<file path="src/rtl/central_timing_unit_map.vh">
`ifndef CENTRAL_TIMING_UNIT_MAP_VH
`define CENTRAL_TIMING_UNIT_MAP_VH

// System clock and reference rates.
`define SYS_CLK_HZ 125000000
`define REF_HZ 1024000
`define EXT_REF_HZ 1000

// Crystal mode ratio REF_HZ / SYS_CLK_HZ reduced to 128 / 15625.
`define XTAL_STEP 18'h00080
`define XTAL_MOD 18'h03D09

// Integrated mode: 1024 reference ticks per external reference period.
`define EXT_STEP 18'h00400
// Nominal external period in system cycles (SYS_CLK_HZ / EXT_REF_HZ).
`define EXT_PERIOD_NOM 18'h1E848
// Shortest external period accepted as genuine; shorter edges are glitches.
`define EXT_PERIOD_MIN 18'h00400
`define PERIOD_MAX 18'h3FFFF

// Divider counts on the 1024 kHz reference.
`define DIV_512K_HALF 8'h01
`define DIV_6K4 8'hA0
`define DIV_6K4_HALF 8'h50
`define DIV_50MS 16'hC800
`define RTI_PER_HALF_SEC 4'hA
`define RTI_PER_SEC 5'h14

// Time chain limits.
`define HALF_WRAP 1'h1
`define SEC_WRAP 6'h3B
`define MIN_WRAP 6'h3B
`define HOUR_WRAP 5'h17
`define DAY_FIRST 5'h01
`define DAY_LAST 5'h1F

// Binary time word field positions.
`define BIN_HALF_POS 0
`define BIN_SEC_POS 1
`define BIN_MIN_POS 7
`define BIN_HOUR_POS 13
`define BIN_DAY_POS 18
`define BIN_WIDTH 23
`define BCD_WIDTH 33

`endif

</file>
<file path="src/rtl/central_timing_unit.v">
`timescale 1ns/1ns
`include "central_timing_unit_map.vh"

module central_timing_unit (
    // Clock and reset.
    input wire I_REF_CLK,
    input wire I_RST_N,
    // Reference selection and external reference.
    input wire I_INTEGRATED,
    input wire I_EXT_1KHZ,
    // Failure simulation gates, high suppresses the output.
    input wire I_FAIL_512K,
    input wire I_FAIL_6K4,
    input wire I_FAIL_PPS,
    input wire I_FAIL_RTI,
    // Preset switches and load strobe.
    input wire I_PRESET_LOAD,
    input wire [4:0] I_PRESET_DAY,
    input wire [4:0] I_PRESET_HOUR,
    input wire [5:0] I_PRESET_MIN,
    // Timing outputs.
    output reg O_CLK_512K,
    output reg O_CLK_6K4,
    output reg O_PPS,
    output reg O_RTI,
    // Time words and status.
    output reg [`BIN_WIDTH-1:0] O_TIME_BIN,
    output reg [`BCD_WIDTH-1:0] O_TIME_BCD,
    output reg O_RUNNING
);

    // Binary to two BCD digits for values up to 63; the tens digit never exceeds 6.
    function [7:0] to_bcd;
        input [5:0] v;
        reg [5:0] tens;
        reg [5:0] ones;
        begin
            tens = v / 6'h0A;
            ones = v % 6'h0A;
            to_bcd = {tens[3:0], ones[3:0]};
        end
    endfunction

    // Reference generation state.
    reg ext_prev;
    reg [17:0] ext_cnt;
    reg [17:0] ext_period;
    reg [17:0] acc;
    reg ref_tick;
    wire [17:0] step;
    wire [17:0] modulus;
    wire [18:0] acc_sum;
    wire [18:0] acc_rem;
    wire ext_rise;

    // Divider state.
    reg t512;
    reg [7:0] cnt_6k4;
    reg t6k4;
    reg [15:0] cnt_50ms;
    reg rti;
    reg [4:0] cnt_sec;
    reg pps;
    reg [3:0] cnt_half;

    // Time chain state.
    reg half;
    reg [5:0] sec;
    reg [5:0] min;
    reg [4:0] hour;
    reg [4:0] day;
    reg [5:0] trap;
    reg running;

    assign ext_rise = I_EXT_1KHZ & ~ext_prev;
    assign step = I_INTEGRATED ? `EXT_STEP : `XTAL_STEP;
    assign modulus = I_INTEGRATED ? ext_period : `XTAL_MOD;
    // One spare bit keeps a long measured period from wrapping the sum and losing a tick.
    assign acc_sum = {1'b0, acc} + {1'b0, step};
    assign acc_rem = acc_sum - {1'b0, modulus};

    // Measure the external period; a glitch edge keeps the last good period.
    always @(posedge I_REF_CLK) begin
        if (!I_RST_N) begin
            ext_prev <= 1'b0;
            ext_cnt <= 18'h00000;
            ext_period <= `EXT_PERIOD_NOM;
        end else begin
            ext_prev <= I_EXT_1KHZ;
            if (ext_rise) begin
                ext_cnt <= 18'h00001;
                if (ext_cnt >= `EXT_PERIOD_MIN) begin
                    ext_period <= ext_cnt;
                end
            end else if (ext_cnt != `PERIOD_MAX) begin
                ext_cnt <= ext_cnt + 18'h00001;
            end
        end
    end

    // Fractional accumulator: step/modulus of the cycles carry a reference tick.
    // Jitter is one system cycle (8 ns), traded for having no real PLL.
    always @(posedge I_REF_CLK) begin
        if (!I_RST_N) begin
            acc <= 18'h00000;
            ref_tick <= 1'b0;
        end else if (I_INTEGRATED && ext_rise) begin
            acc <= 18'h00000; // Phase follows the external edge.
            ref_tick <= 1'b1;
        end else if (acc_sum >= {1'b0, modulus}) begin
            acc <= acc_rem[17:0]; // Remainder is below the step, so it fits.
            ref_tick <= 1'b1;
        end else begin
            acc <= acc_sum[17:0];
            ref_tick <= 1'b0;
        end
    end

    // Dividers off the 1024 kHz reference tick.
    always @(posedge I_REF_CLK) begin
        if (!I_RST_N) begin
            t512 <= 1'b0;
            cnt_6k4 <= 8'h00;
            t6k4 <= 1'b0;
            cnt_50ms <= 16'h0000;
            rti <= 1'b0;
        end else begin
            rti <= 1'b0;
            if (ref_tick) begin
                t512 <= ~t512; // Divide by 2.
                if (cnt_6k4 == `DIV_6K4 - 8'h01) begin
                    cnt_6k4 <= 8'h00; // Divide by 160.
                end else begin
                    cnt_6k4 <= cnt_6k4 + 8'h01;
                end
                if (cnt_6k4 == `DIV_6K4_HALF - 8'h01 || cnt_6k4 == `DIV_6K4 - 8'h01) begin
                    t6k4 <= ~t6k4;
                end
                if (cnt_50ms == `DIV_50MS - 16'h0001) begin
                    cnt_50ms <= 16'h0000;
                    rti <= 1'b1; // Divide by 51200.
                end else begin
                    cnt_50ms <= cnt_50ms + 16'h0001;
                end
            end
        end
    end

    // Seconds pulse and half-second step from the 50 ms interrupt.
    always @(posedge I_REF_CLK) begin
        if (!I_RST_N) begin
            cnt_sec <= 5'h00;
            cnt_half <= 4'h0;
            pps <= 1'b0;
        end else begin
            pps <= 1'b0;
            if (rti) begin
                if (cnt_sec == `RTI_PER_SEC - 5'h01) begin
                    cnt_sec <= 5'h00;
                    pps <= 1'b1;
                end else begin
                    cnt_sec <= cnt_sec + 5'h01;
                end
                if (cnt_half == `RTI_PER_HALF_SEC - 4'h1) begin
                    cnt_half <= 4'h0;
                end else begin
                    cnt_half <= cnt_half + 4'h1;
                end
            end
        end
    end

    // Minute trap: free-running count of seconds pulses, marks each whole minute.
    always @(posedge I_REF_CLK) begin
        if (!I_RST_N) begin
            trap <= 6'h00;
        end else if (pps) begin
            trap <= (trap == `SEC_WRAP) ? 6'h00 : trap + 6'h01;
        end
    end

    // Time chain with preset and hold until the next whole minute.
    always @(posedge I_REF_CLK) begin
        if (!I_RST_N) begin
            half <= 1'b0;
            sec <= 6'h00;
            min <= 6'h00;
            hour <= 5'h00;
            day <= `DAY_FIRST;
            running <= 1'b1;
        end else if (I_PRESET_LOAD) begin
            half <= 1'b0;
            sec <= 6'h00;
            min <= I_PRESET_MIN;
            hour <= I_PRESET_HOUR;
            day <= I_PRESET_DAY;
            running <= 1'b0;
        end else if (!running) begin
            if (pps && trap == `SEC_WRAP) begin
                running <= 1'b1;
            end
        end else if (rti && cnt_half == `RTI_PER_HALF_SEC - 4'h1) begin
            // Carry ripples only while every lower stage wraps.
            half <= ~half;
            if (half == `HALF_WRAP) begin
                sec <= (sec == `SEC_WRAP) ? 6'h00 : sec + 6'h01;
                if (sec == `SEC_WRAP) begin
                    min <= (min == `MIN_WRAP) ? 6'h00 : min + 6'h01;
                    if (min == `MIN_WRAP) begin
                        hour <= (hour == `HOUR_WRAP) ? 5'h00 : hour + 5'h01;
                        if (hour == `HOUR_WRAP) begin
                            day <= (day >= `DAY_LAST) ? `DAY_FIRST : day + 5'h01;
                        end
                    end
                end
            end
        end
    end

    // Registered, failure-gated outputs and time words.
    always @(posedge I_REF_CLK) begin
        if (!I_RST_N) begin
            O_CLK_512K <= 1'b0;
            O_CLK_6K4 <= 1'b0;
            O_PPS <= 1'b0;
            O_RTI <= 1'b0;
            O_TIME_BIN <= {`BIN_WIDTH{1'b0}};
            O_TIME_BCD <= {`BCD_WIDTH{1'b0}};
            O_RUNNING <= 1'b0;
        end else begin
            O_CLK_512K <= t512 & ~I_FAIL_512K;
            O_CLK_6K4 <= t6k4 & ~I_FAIL_6K4;
            O_PPS <= pps & ~I_FAIL_PPS;
            O_RTI <= rti & ~I_FAIL_RTI;
            O_TIME_BIN <= {day, hour, min, sec, half};
            O_TIME_BCD <= {to_bcd({1'b0, day}), to_bcd({1'b0, hour}), to_bcd(min),
                           to_bcd(sec), half};
            O_RUNNING <= running;
        end
    end

endmodule // central_timing_unit

</file>
<file path="config.mk">
export PLATFORM = sky130hd
export DESIGN_NAME = central_timing_unit
export DESIGN_NICKNAME = d
export VERILOG_FILES = /design/src/rtl/central_timing_unit.v
export VERILOG_INCLUDE_DIRS = /design/src /design/src/rtl
export SDC_FILE = /design/constraint.sdc
export NUM_CORES = 1
export LEC_CHECK = 0
export ABC_AREA = 1
export BUFFER_PORTS_ARGS = -buffer_cell sky130_fd_sc_hd__buf_2
export CAP_MARGIN = 20
export CORE_MARGIN = 5
export CORE_UTILIZATION = 60
export DETAILED_ROUTE_END_ITERATION = 7
export PLACE_DENSITY = 0.85
export SYNTH_ARGS = -nofsm -noshare
export SYNTH_HDL_FRONTEND = slang
export SYNTH_SLANG_ARGS = --single-unit
</file>
<file path="constraint.sdc">
create_clock -name I_REF_CLK -period 8.15 [get_ports I_REF_CLK]
set_input_delay 0.4075 -clock I_REF_CLK [delete_from_list [all_inputs] [get_ports I_REF_CLK]]
set_output_delay 0.4075 -clock I_REF_CLK [all_outputs]
set_load 0.02 [all_outputs]
</file>
* After elaboration in Yosys (flattened, before gate mapping) *
Index checks and enable logic that the tools add are counted.

cells by class
  add/subtract/negate cells = 12
  divide/modulo/power cells = 8
  $lt $le $gt $ge = 3
  equal/unequal tests = 10
  muxes and demuxes = 39
  bitwise logic cells = 14
  reductions and logical operators = 23

operators with widths
  kind                                                                  count
  2-to-1 mux 5 bit                                                      16
  2-to-1 mux 6 bit                                                      8
  2-to-1 mux 18 bit                                                     2
  adder 18 x 11 -> 19 bit                                               1
  greater-or-equal comparator 19 x 18 -> 1 bit                          1
  adder 18 x 1 -> 18 bit (second input constant)                        1
  adder 6 x 1 -> 6 bit (second input constant)                          3
  == test 6 bit (second input constant)                                 3
  greater-or-equal comparator 18 x 11 -> 1 bit (second input constant)  1
  inequality test 18 bit (second input constant)                        1
  subtractor 18 bit                                                     1
  adder 16 x 1 -> 16 bit (second input constant)                        1
  == test 16 bit (second input constant)                                1
  2-to-1 mux 16 bit                                                     1
  adder 5 x 1 -> 5 bit (second input constant)                          3
  nonzero test 2 bit                                                    7
  divider 5 x 4 -> 6 bit (second input constant)                        2
  divider 6 x 4 -> 6 bit (second input constant)                        2
  remainder unit 5 x 4 -> 6 bit (second input constant)                 2
  remainder unit 6 x 4 -> 6 bit (second input constant)                 2
  2-to-1 mux 11 bit                                                     1
  == test 5 bit (second input constant)                                 2
  AND reduction 2 bit                                                   5
  2-to-1 mux 1 bit                                                      9
  other kinds (17)                                                      33

word-level totals
  register bits = 184
  bits of input ports = 25
  output and inout bits = 61
  word-level logic and storage cells = 137

* Depth between registers and ports, before layout *
Gate-level depths: netlist of run 1.

  word-level depth = 9
  mapped depth = 25
  depth with buffers taken out = 24

* Worst setup path after synthesis of run 1 *
Ideal clock, no wire load.

  kind = input port to flip-flop
  start point = input port I_INTEGRATED
  end point = register ref_tick
  library setup time = 0.113 ns
  arrival = 2.867 ns
  data required time = 8.037 ns
  setup slack = 5.169 ns
  stages on the path = 24
  path buffers = 1
  path through = clkinv_1 -> ha_1 -> ha_1 -> nand2_1 -> o21ai_0 -> nand2_1 -> nor2_1 -> nand2_1 -> nand2_1 -> inv_1 -> ha_1 -> nand2_1 -> inv_1 -> nand2_1 -> nand2_1 -> a21oi_1 -> nand2_1 -> nand2_1 -> nand2_1 -> nand2_2 -> nand2_2 -> buf_4 -> o21ai_1 -> inv_1

on the way
  longest elaborated chain between the ends = 5

RTL lines
  item                                          RTL line                   source
  start: declaration                            central_timing_unit.v:9    input wire I_INTEGRATED,
  2-to-1 mux 11 bit (no line)                   -
  adder 18 x 11 -> 19 bit                       central_timing_unit.v:79   assign acc_sum = {1'b0, acc} + {1'b0, step};
  greater-or-equal comparator 19 x 18 -> 1 bit  central_timing_unit.v:110  end else if (acc_sum >= {1'b0, modulus}) begin
  2-to-1 mux 1 bit                              central_timing_unit.v:110
  2-to-1 mux 1 bit *                            central_timing_unit.v:107  end else if (I_INTEGRATED && ext_rise) begin
  end signal: assignment                        central_timing_unit.v:106  ref_tick <= 1'b0;
  end signal: assignment                        central_timing_unit.v:109  ref_tick <= 1'b1;
  end signal: assignment                        central_timing_unit.v:112  ref_tick <= 1'b1;
  end: declaration                              central_timing_unit.v:49   reg ref_tick;

Mark *: on every way between the ends. The rest lies on a longest branch, timed or not.
A chain may end at the register's enable or synchronous reset.

* Worst setup path in the final report of run 1 *
Ends and elaborated chain as after synthesis.

==> impl_metrics.env, run 1 <==
export IMPL_r2r_end="ref_tick"
export IMPL_end_kind="register"
export IMPL_drt_initial_drc_count=564
export IMPL_final_cell_mix="nand2_1, inv_1, dfxtp_1"
export IMPL_comb_power_share=0.246
export IMPL_startpoint="I_INTEGRATED"
export IMPL_power_density_nw_per_um2=230
export IMPL_worstReg2RegStart="acc[7]"
export IMPL_synth_simple_area_share=0.282
export IMPL_drc=0
export IMPL_n_fill_cell=1162
export IMPL_cts_root_buf="clkbuf_16"
export IMPL_syn_area_sq_um=9020
export IMPL_start_util=0.616
export IMPL_portBuffers=79
export IMPL_numCtsBuffers=17
export IMPL_rows=44
export IMPL_max_stage_delay_ns=0.35
export IMPL_die_w_microns=133
export IMPL_fp_dieH_microns=133
export IMPL_internal_power_mw=1.55
export IMPL_clock_latency_ns=0.43
export IMPL_clk_path_buf_depth=2
export IMPL_routed_via_density=5.28
export IMPL_critPathKind="input pin to register"
export IMPL_grt_usage=0.234
export IMPL_gp_congestion=0.966
export IMPL_syn_avg_cell_area_sq_um=7.04
export IMPL_antenna_found_initial=0
export IMPL_grt_pass1_wl_mm=35.0
export IMPL_overflow=0
export IMPL_post_route_util=0.686
export IMPL_routed_wl_met2_mm=9.45
export IMPL_grt_pass1_vias=7771
export IMPL_hold_buffers=0
export IMPL_wl_met1_mm=9.27
export IMPL_cpMostUsedCell="nand2_1"
export IMPL_arrival_ns=3.89
export IMPL_ir_worst_vdd_mv=0.176
export IMPL_dieArea_sq_um=17600
export IMPL_max_slew_margin=0.468
export IMPL_pin_count=86
export IMPL_hp_class="input pin to register"
export IMPL_cp_required_ns=8.47
export IMPL_dp_cells=1510
export IMPL_start_kind="input pin"
export IMPL_yosys_warnings=0
export IMPL_dp_hpwl_mm=14.4
export IMPL_drt_pass1_iterations=5
export IMPL_period_needed_ns=3.56
export IMPL_synth_main_ff_cell="dfxtp_1"
export IMPL_rsz0062_at_grt="false"
export IMPL_nets=1418
export IMPL_synth_xor_area_frac=0.0437
export IMPL_grt_start_max_net_pins=81
export IMPL_p_leak_nw=4.91
export IMPL_min_path_cells=2
export IMPL_setup_tns_final_ns=0
export IMPL_via_count=8137
export IMPL_drv_cap=0
export IMPL_routed_wl_mm=20.2
export IMPL_numClockSinks=173
export IMPL_async_flop_share=0
export IMPL_ant_nets=0
export IMPL_postSynthCellCount=1281
export IMPL_switching_share=0.329
export IMPL_cts_max_level=4
export IMPL_synth_seq_area_share=0.384
export IMPL_slowest_stage="ha_1"
export IMPL_syn2layout_area_growth_pct=11.5
export IMPL_synthMuxAreaShare=0
export IMPL_hold_end="O_CLK_6K4"
export IMPL_wl_met3_mm=1.14
export IMPL_cts_tree="done"
export IMPL_synth_adder_area_share=0.0674
export IMPL_drive_gt1_frac=0.101
export IMPL_setup_viol=0
export IMPL_synth_compound_area_share=0.120
export IMPL_worst_pin_slew_ns=0.798
export IMPL_synth_top_family_by_area="simple AND/OR/NAND/NOR gates"
export IMPL_wire_per_inst_microns=13.1
export IMPL_ys_ff_latch=173
export IMPL_n_antenna_cell=0
export IMPL_postCtsSetupBuffers=0
export IMPL_fin_crit_sh=0.437
export IMPL_drv_slew=0
export IMPL_reg2reg_setup_slack_ns=4.67
export IMPL_multiInputGateArea_sq_um=4650
export IMPL_outcome="completed"
export IMPL_clkTransAtPathRegs_ns=0.07
export IMPL_top_layer="met4"
export IMPL_p_seq_frac=0.405
export IMPL_instances_no_fill=1540
export IMPL_coreArea_sq_um=14600
export IMPL_worstHoldStart="I_FAIL_6K4"
export IMPL_p_clk_frac=0.349
export IMPL_p_switching_mw=0.760
export IMPL_ff_latch_area_sq_um=3460
export IMPL_ys_types=50
export IMPL_rr_worst_depth=22
export IMPL_path_max_fanout=23
export IMPL_whs_ns=0.125
export IMPL_layout_commonest_cell="nand2_1"
export IMPL_max_freq_mhz=281
export IMPL_cts_repair_resized=0
export IMPL_path_cells="buf_2 -> clkinv_1 -> ha_1 -> ha_1 -> nand2_1 -> o21ai_0 -> nand2_1 -> nor2_1 -> nand2_1 -> nand2_1 -> inv_1 -> ha_1 -> nand2_1 -> inv_1 -> nand2_1 -> nand2_1 -> a21oi_1 -> nand2_1 -> nand2_1 -> nand2_1 -> nand2_2 -> nand2_2 -> o21ai_1 -> inv_1"
export IMPL_fin_skew_ns=0.00909
export IMPL_final_hold_violation_count=0
export IMPL_synth_edf_count=0
cell usage after synthesis (2+ instances only):
cell / count / area [sq um]
nand2_1: 284 / 1070
a21oi_1: 79 / 395
ha_1: 47 / 588
inv_2: 2 / 7.51
xnor2_1: 9 / 78.8
o211ai_1: 8 / 60.1
dfxtp_1: 173 / 3460
a211oi_1: 2 / 15.0
nand2_2: 3 / 18.8
buf_1: 3 / 11.3
o21ai_0: 71 / 355
buf_2: 7 / 35.0
a31oi_1: 12 / 75.1
a22oi_1: 3 / 22.5
nand4_1: 19 / 119
nor3_2: 4 / 40.0
clkbuf_1: 18 / 67.6
or2_2: 7 / 43.8
buf_4: 13 / 97.6
o31ai_1: 3 / 22.5
nor4_1: 4 / 25.0
o21bai_1: 3 / 22.5
nand3b_1: 6 / 45.0
nand3_1: 69 / 345
clkinv_1: 3 / 11.3
inv_1: 184 / 691
nor3b_1: 5 / 37.5
nor2_1: 151 / 567
xor2_1: 36 / 315
nor3_1: 30 / 150
o21ai_1: 4 / 20.0
power by group through the flow:
stage / sequential [mW] / clock (mW) / combinational [mW]
floorplan: 0.953 / 0 / 0.442
global route: 0.942 / 0.857 / 0.653
finish: 0.937 / 0.807 / 0.570
detailed placement: 0.955 / 0 / 0.561
CTS: 0.936 / 0.819 / 0.565
global placement: 0.955 / 0 / 0.551
worst max-delay path: cells and delay by family:
family                   cells  cell delay [ns]
AO/OA/AOI/OAI                3             0.57
AND/OR/NAND/NOR             13             1.64
buffers and inverters        5             0.52
adder cells (fa/ha/maj)      3             0.72
worst max-delay path by stage:
| stage | endpoint | cells after the start |
|---|---|---|
| after CTS | ref_tick | 24 |
| final | ref_tick | 24 |
| after detailed placement | ref_tick | 24 |
| after floorplan | ref_tick | 24 |
| after global routing | ref_tick | 24 |
| after global placement | ref_tick | 24 |
cell families (layout without fill, tap and decap cells):
family	after synthesis	after routing
simple gates	589	589
buf+inv	231	301
compound gates	194	194
flops	173	173
fa+ha+maj	48	48
xor+xnor	45	45
other cells	1	6
stage by stage:
stage	instance area (sq um)	setup WS (ns)	total power [mW]
floorplan	9040	5.17	1.39
global placement	9470	4.42	1.51
detailed placement	9470	4.21	1.52
CTS	10100	4.67	2.32
global route	10100	4.16	2.45
finish	10100	4.59	2.31
cell type report:
cell class,instances,share of cell area
multi-input combinational,882,0.462
sequential,173,0.345
inverter,189,0.0706
clock buffer,17,0.0423
timing repair buffer,82,0.0416
tap,184,0.0229
clock inverter,13,0.0157
registers in the layout, summed over array words and instances (netlist names), 8 cells and up:
| register | cells |
|---|---|
| ext_cnt | 18 |
| O_TIME_BIN | 23 |
| ext_period | 18 |
| cnt_6k4 | 8 |
| acc | 18 |
| cnt_50ms | 16 |
| O_TIME_BCD | 22 |
metal layers:
layer | GRT usage | up-vias
met4 | 0.0820 | 0
met3 | 0.0501 | 34
met1 | 0.303 | 3648
met2 | 0.390 | 240
met5 | 0 | -
li1 | - | 4215
Power figures use the tool's default switching activity.
==> run 2: changes to the inputs <==
==> constraint.sdc (replaced) <==
create_clock -name I_REF_CLK -period 3.7 [get_ports I_REF_CLK]
set_input_delay 0.185 -clock I_REF_CLK [delete_from_list [all_inputs] [get_ports I_REF_CLK]]
set_output_delay 0.185 -clock I_REF_CLK [all_outputs]
set_load 0.02 [all_outputs]
==> run 2 against run 1 <==
Against the previous run:
- critical path depth shrank 1
- sequential share of layout area shrank 0.21 points
- sequential power grew 120%
- highest routed layer is now met5
- worst hold slack lost 0.11 ns
- clock power grew 110%
- final cell count grew 0.71%
- register-to-register slack lost 4.1 ns
==> impl_metrics.env, run 2 (synthesis results as in run 1) <==
export IMPL_outcome="completed"
export IMPL_slowest_stage="ha_1"
export IMPL_top_layer="met5"
export IMPL_numClockSinks=173
export IMPL_top_register="O_TIME_BIN"
export IMPL_setup_viol=0
export IMPL_overflow=0
export IMPL_ant_nets=0
export IMPL_fin_skew_ns=0.00864
export IMPL_top_regs="O_TIME_BIN (23), O_TIME_BCD (22)"
export IMPL_cts_repair_resized=0
export IMPL_r2r_end="acc[15]"
export IMPL_clkTransAtPathRegs_ns=0.07
export IMPL_cts_max_level=4
export IMPL_rows=44
export IMPL_p_seq_frac=0.407
export IMPL_clock_latency_ns=0.43
export IMPL_switching_share=0.336
export IMPL_gp_congestion=0.942
export IMPL_grt_usage=0.236
export IMPL_syn2layout_area_growth_pct=12.2
export IMPL_drt_initial_drc_count=729
export IMPL_min_path_cells=3
export IMPL_numCtsBuffers=17
export IMPL_pin_count=86
export IMPL_rr_worst_depth=23
export IMPL_max_freq_mhz=317
export IMPL_coreArea_sq_um=14600
export IMPL_arrival_ns=3.46
export IMPL_internal_power_mw=3.37
export IMPL_wl_met1_mm=9.67
export IMPL_reg2reg_setup_slack_ns=0.55
export IMPL_final_cell_area_sq_um=10100
export IMPL_grt_pass1_vias=7687
export IMPL_dp_hpwl_mm=14.9
export IMPL_worstHoldStart="I_PRESET_DAY[0]"
export IMPL_cts_tree="done"
export IMPL_setup_tns_final_ns=0
export IMPL_worst_path_buf_inv=3
export IMPL_drv_slew=0
export IMPL_start_kind="register"
export IMPL_p_switching_mw=1.70
export IMPL_drt_pass1_iterations=5
export IMPL_p_clk_frac=0.342
export IMPL_hold_end="day[0]"
export IMPL_wl_met3_mm=1.13
export IMPL_die_w_microns=133
export IMPL_grt_start_max_net_pins=50
export IMPL_final_cell_mix="nand2_1, inv_1, dfxtp_1"
export IMPL_dieArea_sq_um=17600
export IMPL_cp_required_ns=4.01
export IMPL_rsz0062_at_grt="false"
export IMPL_grt_pass1_wl_mm=35.3
export IMPL_drc=0
export IMPL_max_stage_delay_ns=0.34
export IMPL_drive_gt1_frac=0.103
export IMPL_worst_pin_slew_ns=0.666
export IMPL_largest_reg_flops=23
export IMPL_worstReg2RegStart="acc[7]"
export IMPL_end_kind="register"
export IMPL_post_route_util=0.691
export IMPL_cpMostUsedCell="nand2_1"
export IMPL_layout_commonest_cell="nand2_1"
export IMPL_hp_class="input pin to register"
export IMPL_p_leak_nw=4.94
export IMPL_drv_cap=0
export IMPL_routed_wl_met2_mm=9.65
export IMPL_placed_area_sq_um=9500
export IMPL_routed_via_density=5.34
export IMPL_final_hold_violation_count=0
export IMPL_period_needed_ns=3.15
export IMPL_path_cells="ha_1 -> ha_1 -> nand2_1 -> o21ai_0 -> nand2_1 -> nor2_1 -> nand2_1 -> nand2_1 -> inv_1 -> ha_1 -> nand2_1 -> inv_1 -> nand2_1 -> nand2_1 -> a21oi_1 -> nand2_1 -> nand2_1 -> nand2_1 -> nand2_2 -> buf_4 -> nand3_1 -> nand2_1 -> nor2_1"
export IMPL_power_mw=5.08
export IMPL_start_util=0.616
export IMPL_nets=1427
export IMPL_comb_power_share=0.251
export IMPL_path_max_fanout=22
export IMPL_portBuffers=79
export IMPL_clk_path_buf_depth=2
export IMPL_critPathKind="register to register"
export IMPL_routed_wl_mm=20.8
export IMPL_fp_dieH_microns=133
export IMPL_cts_root_buf="clkbuf_16"
export IMPL_max_slew_margin=0.551
export IMPL_antenna_found_initial=1
export IMPL_whs_ns=0.0141
export IMPL_ir_worst_vdd_mv=0.452
export IMPL_via_count=8290
export IMPL_crit_family="simple AND/OR/NAND/NOR gates"
export IMPL_power_density_nw_per_um2=502
export IMPL_fin_crit_sh=0.851
export IMPL_n_antenna_cell=0
export IMPL_wire_per_inst_microns=13.4
-- run 2: area by class of cell --
class                           count  area (sq um)
Multi-Input combinational cell    882          4650
Fill cell                        1202          4530
Sequential cell                   173          3460
Inverter                          189           709
Timing Repair Buffer               91           498
Clock buffer                       19           433
Tap cell                          184           230
Clock inverter                     13           133
-- run 2: timing repair --
item,4_1_cts,5_1_grt
hold endpoints to repair,5,0
hold buffers,5,0
buffers inserted,0,0
-- run 2: worst reg2reg max path, stage by stage (launching register included) --
cell and delay, ns:
dfxtp_1 0.31, ha_1 0.16, ha_1 0.19, nand2_1 0.06
o21ai_0 0.22, nand2_1 0.12, nor2_1 0.17, nand2_1 0.09
nand2_1 0.09, inv_1 0.04, ha_1 0.34, nand2_1 0.15
inv_1 0.05, nand2_1 0.06, nand2_1 0.05, a21oi_1 0.13
nand2_1 0.10, nand2_1 0.06, nand2_1 0.06, nand2_2 0.07
buf_4 0.25, nand3_1 0.11, nand2_1 0.09, nor2_1 0.06
-- run 2: how the worst max path moves through the flow --
stage,cells past startpoint,startpoint,slack (ns),endpoint
2_1_floorplan,24,I_INTEGRATED,0.94,ref_tick
3_3_place_gp,25,I_INTEGRATED,0.68,acc[7]
3_5_place_dp,25,I_INTEGRATED,0.57,acc[17]
4_1_cts,23,acc[7],0.60,acc[15]
5_1_grt,23,acc[7],0.25,acc[15]
6_report,23,acc[7],0.55,acc[15]
-- run 2: per-stage QoR --
| step | std cells | setup slack, ns |
|---|---|---|
| 2_1_floorplan | 1286 | 0.942 |
| 3_3_place_gp | 1514 | 0.680 |
| 3_5_place_dp | 1514 | 0.566 |
| 4_1_cts | 1551 | 0.604 |
| 5_1_grt | 1551 | 0.253 |
| 6_report | 1551 | 0.550 |
-- run 2: per-layer routing --
layer,up-vias,GRT usage
li1,4245,-
met1,3750,0.316
met2,255,0.383
met3,38,0.0463
met4,2,0.0837
met5,-,0
-- run 2: power groups by stage --
stage	Clock (mW)	Sequential, mW	Combinational, mW
2_1_floorplan	0	2.10	0.973
3_3_place_gp	0	2.10	1.22
3_5_place_dp	0	2.10	1.24
4_1_cts	1.76	2.06	1.26
5_1_grt	1.84	2.08	1.44
6_report	1.73	2.07	1.28
